--- src/ctc_pkg.sv ---
// Constants and types for the interrupt status and counter/timer block
package ctc_pkg;

  // Register addresses (read meaning / write meaning)
  localparam logic [3:0] ADDR_CHANGE_AUX = 4'h4;
  localparam logic [3:0] ADDR_STATUS_MASK = 4'h5;
  localparam logic [3:0] ADDR_UPPER = 4'h6;
  localparam logic [3:0] ADDR_LOWER = 4'h7;
  localparam logic [3:0] ADDR_START = 4'hE;
  localparam logic [3:0] ADDR_STOP = 4'hF;

  // Reset values
  localparam logic [7:0] MASK_RESET = 8'h00;
  localparam logic [7:0] AUX_RESET = 8'h00;
  localparam logic [15:0] PRESET_RESET = 16'h0002;
  localparam logic [15:0] COUNT_RESET = 16'h0000;

  // Auxiliary control fields
  localparam int AUX_MODE_MSB = 6;
  localparam int AUX_MODE_LSB = 4;
  localparam int AUX_TIMER_BIT = 6;

  // Clock source codes of the mode field
  localparam logic [2:0] SRC_CNT_AUX = 3'h0;
  localparam logic [2:0] SRC_CNT_AUX_DIV = 3'h1;
  localparam logic [2:0] SRC_CNT_TXCLK = 3'h2;
  localparam logic [2:0] SRC_CNT_SYS_DIV = 3'h3;
  localparam logic [2:0] SRC_TMR_AUX = 3'h4;
  localparam logic [2:0] SRC_TMR_AUX_DIV = 3'h5;
  localparam logic [2:0] SRC_TMR_SYS = 3'h6;
  localparam logic [2:0] SRC_TMR_SYS_DIV = 3'h7;

  // Prescaler wraps after sixteen counts
  localparam logic [3:0] DIV16_LAST = 4'hF;
  localparam logic [15:0] COUNT_ONE = 16'h0001;
  localparam logic [1:0] FIFO_LEVEL_TWO = 2'h2;
  localparam logic [1:0] FIFO_LEVEL_ONE = 2'h1;

  typedef enum logic [0:0] {
    CT_IDLE = 1'b0,
    CT_RUN = 1'b1
  } ct_state_type;

endpackage : ctc_pkg

--- src/ctc_status_timer.sv ---
// Interrupt status, mask and 16-bit counter/timer of one serial block
module ctc_status_timer (
  input wire logic sys_clk,
  input wire logic reset_n,
  input wire logic [3:0] reg_addr,
  input wire logic reg_rd,
  input wire logic reg_wr,
  input wire logic [7:0] reg_wdata,
  output logic [7:0] reg_rdata,
  input wire logic [3:0] aux_input,
  input wire logic tx_clock_1x,
  input wire logic [1:0] break_change,
  input wire logic [1:0] reset_break_cmd,
  input wire logic [1:0] rx_fifo_write,
  input wire logic [1:0] rx_fifo_read,
  input wire logic [3:0] rx_fifo_level,
  input wire logic [1:0] rx_shift_waiting,
  input wire logic [1:0] rx_full_select,
  input wire logic [1:0] transmit_ready_flag,
  output logic interrupt_out_n,
  output logic multipurpose_output
);
  import ctc_pkg::*;

  logic [7:0] mask_r;
  logic [7:0] aux_ctrl_r;
  logic [7:0] preset_hi_r;
  logic [7:0] preset_lo_r;
  logic [3:0] aux_prev_r;
  logic [3:0] change_r;
  logic in_change_r;
  logic [1:0] break_r;
  logic [1:0] rx_r;
  logic tx_prev_r;
  logic [3:0] aux_div_r;
  logic [3:0] sys_div_r;
  logic [15:0] count_r;
  logic wave_r;
  logic ready_r;
  ct_state_type state_r;
  logic [7:0] rdata_r;
  logic irq_n_r;

  logic [15:0] count_nxt;
  logic wave_nxt;
  logic ready_nxt;
  ct_state_type state_nxt;
  logic [1:0] rx_nxt;
  logic tick;

  // Register decode
  wire rd_change = reg_rd && (reg_addr == ADDR_CHANGE_AUX);
  wire wr_aux = reg_wr && (reg_addr == ADDR_CHANGE_AUX);
  wire wr_mask = reg_wr && (reg_addr == ADDR_STATUS_MASK);
  wire wr_upper = reg_wr && (reg_addr == ADDR_UPPER);
  wire wr_lower = reg_wr && (reg_addr == ADDR_LOWER);
  wire start_cmd = reg_rd && (reg_addr == ADDR_START);
  wire stop_cmd = reg_rd && (reg_addr == ADDR_STOP);
  wire rd_status = reg_rd && (reg_addr == ADDR_STATUS_MASK);
  wire rd_upper = reg_rd && (reg_addr == ADDR_UPPER);
  wire rd_lower = reg_rd && (reg_addr == ADDR_LOWER);

  wire [15:0] preset = {preset_hi_r, preset_lo_r};
  wire timer_mode = aux_ctrl_r[AUX_TIMER_BIT];
  wire [2:0] src_sel = aux_ctrl_r[AUX_MODE_MSB:AUX_MODE_LSB];

  // Input change detection
  wire [3:0] change_now = aux_input ^ aux_prev_r;
  wire in_change_set = |(change_now & aux_ctrl_r[3:0]);

  // Clock source edges and prescalers
  wire aux_rise = aux_input[1] & ~aux_prev_r[1];
  wire tx_rise = tx_clock_1x & ~tx_prev_r;
  wire aux_div_tick = aux_rise && (aux_div_r == DIV16_LAST);
  wire sys_div_tick = (sys_div_r == DIV16_LAST);

  // Status image; transmit bits are live copies
  // Transmit-ready copies
  wire [7:0] status = {in_change_r, break_r[1], rx_r[1], transmit_ready_flag[1],
                       ready_r, break_r[0], rx_r[0], transmit_ready_flag[0]};

  always_comb
  begin
    unique case (src_sel)
      SRC_CNT_AUX, SRC_TMR_AUX: tick = aux_rise;
      SRC_CNT_AUX_DIV, SRC_TMR_AUX_DIV: tick = aux_div_tick;
      SRC_CNT_TXCLK: tick = tx_rise;
      SRC_CNT_SYS_DIV, SRC_TMR_SYS_DIV: tick = sys_div_tick;
      SRC_TMR_SYS: tick = 1'b1;
    endcase
  end

  // Receiver status per channel
  for (genvar ch = 0; ch < 2; ch++)
  begin : g_rx
    wire [1:0] level = rx_fifo_level[2*ch +: 2];
    wire full_set = rx_fifo_write[ch] && (level == FIFO_LEVEL_TWO);
    wire full_clr = rx_fifo_read[ch] && !rx_shift_waiting[ch];
    // Ready variant, re-set when more remain
    wire rdy_set = rx_fifo_write[ch] || (rx_fifo_read[ch] && (level > FIFO_LEVEL_ONE));
    wire rdy_clr = rx_fifo_read[ch];
    wire set_now = rx_full_select[ch] ? full_set : rdy_set;
    wire clr_now = rx_full_select[ch] ? full_clr : rdy_clr;
    assign rx_nxt[ch] = set_now | (rx_r[ch] & ~clr_now);
  end

  // Counter/timer step qualifiers
  wire running = (state_r == CT_RUN);
  wire counter_halt = stop_cmd && !timer_mode;
  wire step = running && tick && !counter_halt;
  wire at_one = (count_r == COUNT_ONE);

  // Counter/timer next state
  always_comb
  begin
    count_nxt = count_r;
    wave_nxt = wave_r;
    ready_nxt = ready_r;
    state_nxt = state_r;
    // Stop clears ready; timer keeps going
    if (stop_cmd)
    begin
      ready_nxt = 1'b0;
      if (!timer_mode)
      begin
        state_nxt = CT_IDLE;
        wave_nxt = 1'b1;
      end
    end
    if (start_cmd)
    begin
      // Preset taken only here in counter mode
      count_nxt = preset;
      wave_nxt = 1'b1;
      state_nxt = CT_RUN;
    end
    // One step per source edge while running
    else if (step)
    begin
      if (timer_mode && at_one)
      begin
        count_nxt = preset;
        wave_nxt = ~wave_r;
        if (!wave_r)
          ready_nxt = 1'b1;
      end
      else if (at_one)
      begin
        count_nxt = COUNT_RESET;
        ready_nxt = 1'b1;
        wave_nxt = 1'b0;
      end
      else
        count_nxt = count_r - COUNT_ONE;
    end
  end

  // Read data mux
  wire [7:0] change_image = {change_r, aux_input};
  wire [7:0] rdata_nxt =
    rd_change ? change_image :
    rd_status ? status :
    rd_upper ? count_r[15:8] :
    rd_lower ? count_r[7:0] : 8'h00;

  // Host control registers
  always_ff @(posedge sys_clk)
  begin
    if (!reset_n)
    begin
      mask_r <= MASK_RESET;
      aux_ctrl_r <= AUX_RESET;
    end
    else
    begin
      if (wr_mask)
        mask_r <= reg_wdata;
      if (wr_aux)
        aux_ctrl_r <= reg_wdata;
    end
  end

  // Preset bytes
  // Preset is write-only
  always_ff @(posedge sys_clk)
  begin
    if (!reset_n)
    begin
      preset_hi_r <= PRESET_RESET[15:8];
      preset_lo_r <= PRESET_RESET[7:0];
    end
    else
    begin
      if (wr_upper)
        preset_hi_r <= reg_wdata;
      if (wr_lower)
        preset_lo_r <= reg_wdata;
    end
  end

  // Input change flags; a set in the clearing cycle wins
  always_ff @(posedge sys_clk)
  begin
    if (!reset_n)
    begin
      aux_prev_r <= 4'h0;
      change_r <= 4'h0;
      in_change_r <= 1'b0;
    end
    else
    begin
      aux_prev_r <= aux_input;
      change_r <= change_now | (change_r & {4{~rd_change}});
      // Set by change, cleared by change register read
      in_change_r <= in_change_set | (in_change_r & ~rd_change);
    end
  end

  // Break change flags; set wins
  always_ff @(posedge sys_clk)
  begin
    if (!reset_n)
    begin
      break_r <= 2'h0;
    end
    else
    begin
      break_r <= break_change | (break_r & ~reset_break_cmd);
    end
  end

  // Receiver status and transmit clock history
  always_ff @(posedge sys_clk)
  begin
    if (!reset_n)
    begin
      rx_r <= 2'h0;
      tx_prev_r <= 1'b0;
    end
    else
    begin
      rx_r <= rx_nxt;
      tx_prev_r <= tx_clock_1x;
    end
  end

  // Divide-by-sixteen prescalers
  always_ff @(posedge sys_clk)
  begin
    if (!reset_n)
    begin
      aux_div_r <= 4'h0;
      sys_div_r <= 4'h0;
    end
    else
    begin
      if (aux_rise)
        aux_div_r <= aux_div_r + 4'h1;
      sys_div_r <= sys_div_r + 4'h1;
    end
  end

  // Counter/timer state
  always_ff @(posedge sys_clk)
  begin
    if (!reset_n)
    begin
      count_r <= COUNT_RESET;
      wave_r <= 1'b1;
      ready_r <= 1'b0;
      state_r <= CT_IDLE;
    end
    else
    begin
      count_r <= count_nxt;
      wave_r <= wave_nxt;
      ready_r <= ready_nxt;
      state_r <= state_nxt;
    end
  end

  // Registered read data
  always_ff @(posedge sys_clk)
  begin
    if (!reset_n)
    begin
      rdata_r <= 8'h00;
    end
    else
    begin
      rdata_r <= rdata_nxt;
    end
  end

  // Registered interrupt output
  always_ff @(posedge sys_clk)
  begin
    if (!reset_n)
    begin
      irq_n_r <= 1'b1;
    end
    else
    begin
      // Mask gates the output, never the read
      irq_n_r <= ~|(status & mask_r);
    end
  end

  assign reg_rdata = rdata_r;
  assign interrupt_out_n = irq_n_r;
  assign multipurpose_output = wave_r;

endmodule : ctc_status_timer

--- config.mk ---
export PLATFORM = sky130hd
export DESIGN_NAME = ctc_status_timer
export DESIGN_NICKNAME = d
export VERILOG_FILES = /design/src/ctc_pkg.sv /design/src/ctc_status_timer.sv
export SDC_FILE = /design/constraint.sdc
export NUM_CORES = 1
export LEC_CHECK = 0
export BUFFER_PORTS_ARGS = -buffer_cell sky130_fd_sc_hd__clkbuf_2
export CAP_MARGIN = 0
export CORE_ASPECT_RATIO = 1.25
export CORE_MARGIN = 10
export CORE_UTILIZATION = 62
export CTS_CLUSTER_SIZE = 12
export DETAILED_ROUTE_END_ITERATION = 10
export PLACE_DENSITY = 0.93
export SYNTH_ARGS = -nofsm -noshare
export SYNTH_HDL_FRONTEND = slang
export SYNTH_SLANG_ARGS = --single-unit
--- constraint.sdc ---
create_clock -name sys_clk -period 5.1 [get_ports sys_clk]
set_clock_uncertainty 0.05 [all_clocks]
set_input_delay 1.53 -clock sys_clk [delete_from_list [all_inputs] [get_ports sys_clk]]
set_output_delay 1.53 -clock sys_clk [all_outputs]
set_load 0.03 [all_outputs]
==> summary.txt <==
Outcome
  – Outcome: finished, final reports clean

Critical path
  – Reg2reg end: count_r[11]
  – RR Startpoint: aux_prev_r[1]
  – Element type at the critical path start: input pin
  – Crit-path max FO: 13
  – FF-to-FF setup slack: 2.73 ns
  – Crit path DAT: 3.52 ns
  – CP required: 5.30 ns
  – CP Class: input pin to flop
  – Reg2reg path depth: 7
  – Critical Path Sink Type: flop

Synth
  – Post-synthesis net count: 458
  – Cell taking the most area after synthesis: dfxtp_1
  – Sequential fraction of the synthesis area: 0.418
  – Dominant synthesized flop cell: dfxtp_1
  – Ys async rst share: 0
  – Synth Warn #: 0
  – Synth Register Bits: 81
  – Post-synth EDFFs: 0
  – Dominant cells by area after synthesis: dfxtp_1 42%, mux2i_1 8.5%, nor2b_1 6.6%
  – Distinct cells, synth: 51
  – Avg Cell Area, Syn: 9.37 um^2
  – Synthesized area: 0.00388 mm^2
  – Commonest cells post-synth: 81 x dfxtp_1, 41 x nor2b_1, 33 x mux2i_1
  – Top cell type's share of synthesized area: 0.418
  – Synthesized instance count: 414
  – Most frequent cell after synthesis: dfxtp_1

Clocking
  – PostCTS Resize Cnt: 0
  – H-tree Lvls: 3
  – Setup bufs post-CTS: 0
  – Clock Path Buffers: 2
  – Worst-path clk slew: 0.08 ns
  – Hold_buf cts: 0
  – Total CTS buffers: 9
  – Root Driver: clkbuf_8
  – Clock Latency Late Sink: 0.36 ns
  – Clock sinks: 81
  – TritonCTS clock tree: yes

Layout
  – Share of post-route cells with drive strength above 1: 0.180
  – Cell Count, Final, Fillers Out: 541
  – Diode count: 0
  – Synthesis-to-finish area growth: 12.2%
  – Final core occ: 0.710
  – Fill cell total of the finished layout: 457
  – Final Cell Area: 0.00435 mm^2
  – Layout Nets: 496

Min path
  – Hold Crit Endpoint: sys_div_r[0]
  – Hold Crit Depth: 1
  – Hold WC Path Type: flop to flop
  – Hold Startpoint: sys_div_r[0]

Drt
  – First-pass DRT Iterations: 6
  – DR WL/cell: 19.0 um
  – Residual DRC: 0
  – Routed met2 length: 4.85 mm
  – Met1 wire length: 3.98 mm
  – Post-route ant nets: 0
  – Post-Route WL: 10.3 mm
  – Met3 WL: 870 um
  – DR vias: 3,349
  – DRT iter0 DRCs: 337
  – Vias/cell: 6.19
  – Top routing layer in use: met4

Timing
  – Worst slew margin: 0.327
  – Slew Viols, Final: 0
  – Worst-Margin Slew: 1.01 ns
  – Fmax: 0.301 GHz
  – Final hold violation count: 0
  – Setup TNS: 0 ns
  – RSZ-0062 raised after global routing: no
  – Period utilization: 0.652
  – Final setup violation count: 0
  – Fin crit period: 3.32 ns

Global route
  – Vias in the first global route: 3,250
  – Grt ovf: 0
  – GRT Util Overall: 0.203
  – Initial antenna violation count: 0
  – Global-route wire length before repair: 16.0 mm
  – Largest net degree at the start of global routing: 43

Place
  – Instance area at placement: 0.00413 mm^2
  – Global placer's final weighted congestion: 0.952
  – Number of port buffers: 48
  – Dpl cells: 526
  – Hpwl dp: 7.42 mm

Floorplan
  – Io pins: 49
  – Row count: 32
  – Die Span Y: 108 um
  – Die width: 90.7 um
  – Initial Util: 0.633
  – Die area: 0.00984 mm^2
  – Core area: 0.00613 mm^2

Pwr
  – Lkg Pwr: 0.00177 uW
  – Max rail drop VDD: 150 uV
  – Pwr Density: 312 mW/mm^2
  – Final Total Pwr: 1360 uW

Flow run
  – Max cap viols: 0
metal layers:
metal,vias to the layer above,global-route usage
met5,-,0
met4,0,0.157
met3,40,0.0381
met2,179,0.345
met1,1561,0.221
li1,1569,-
report_power, final:
group	total, uW	internal (uW)	switching (uW)
logic	168	75.2	93.2
registers	671	652	19.9
clock network	518	286	232
total	1360	1010	345
registers in the layout (all words and copies together) (netlist names), 7 cells and up:
register,cells
preset_lo_r,8
reg_rdata,8
aux_ctrl_r,7
count_r,16
preset_hi_r,8
mask_r,8
cell usage in the layout, fill, tap and decap left out, drive strengths merged, types with 5 or more instances in the layout:
cell	count
a22oi	15
xor2	7
o211ai	5
nor2b	41
o31ai	6
nor3	6
nand3	7
a21oi	14
nand4	6
mux2i	33
dfxtp	81
o21ai	19
mux2	7
inv	14
clkbuf	58
a32o	5
ha	5
and2	19
a32oi	6
nand2	27
nor2	16
cell families after synthesis:
family | count (synthesis) | share of synthesized area
adders and majority gates | 5 | 0.0161
AOI/OAI and AO/OA | 94 | 0.170
and+or+nand+nor | 147 | 0.225
buffers and inverters | 36 | 0.0400
DFF | 81 | 0.418
muxes | 40 | 0.105
xor gates and xnor gates | 11 | 0.0248
worst max path at each step:
stage | from | endpoint | slack (ns) | cells after the start
finish | aux_input[1] | count_r[11] | 1.78 | 7
CTS | aux_input[1] | count_r[11] | 1.80 | 7
floorplan | aux_input[1] | count_r[5] | 2.03 | 8
global placement | aux_input[1] | count_r[2] | 1.56 | 7
global route | aux_input[1] | count_r[13] | 1.60 | 7
detailed placement | aux_input[1] | count_r[11] | 1.49 | 7
layout make-up:
class	instances	area [um^2]	share of cell area
Tap cell	85	106	0.0244
Multi-Input combinational cell	297	2100	0.483
Clock buffer	10	138	0.0316
Inverter	13	48.8	0.0112
Clock inverter	5	78.8	0.0181
Sequential cell	81	1620	0.373
Timing Repair Buffer	50	255	0.0587
critical path, cell delays in order:
cell and delay [ns]:
clkbuf_2 0.10, ha_1 0.29, nand4_1 0.12, o22ai_1 0.11
o21bai_1 0.74, a21boi_0 0.32, a32o_1 0.29
metrics by stage:
step,worst slack (ns),hold WS (ns)
floorplan,2.03,0.370
global placement,1.56,0.379
detailed placement,1.49,0.407
CTS,1.80,0.420
global route,1.60,0.457
finish,1.78,0.416
No activity file was read; power rests on OpenSTA's default activity.
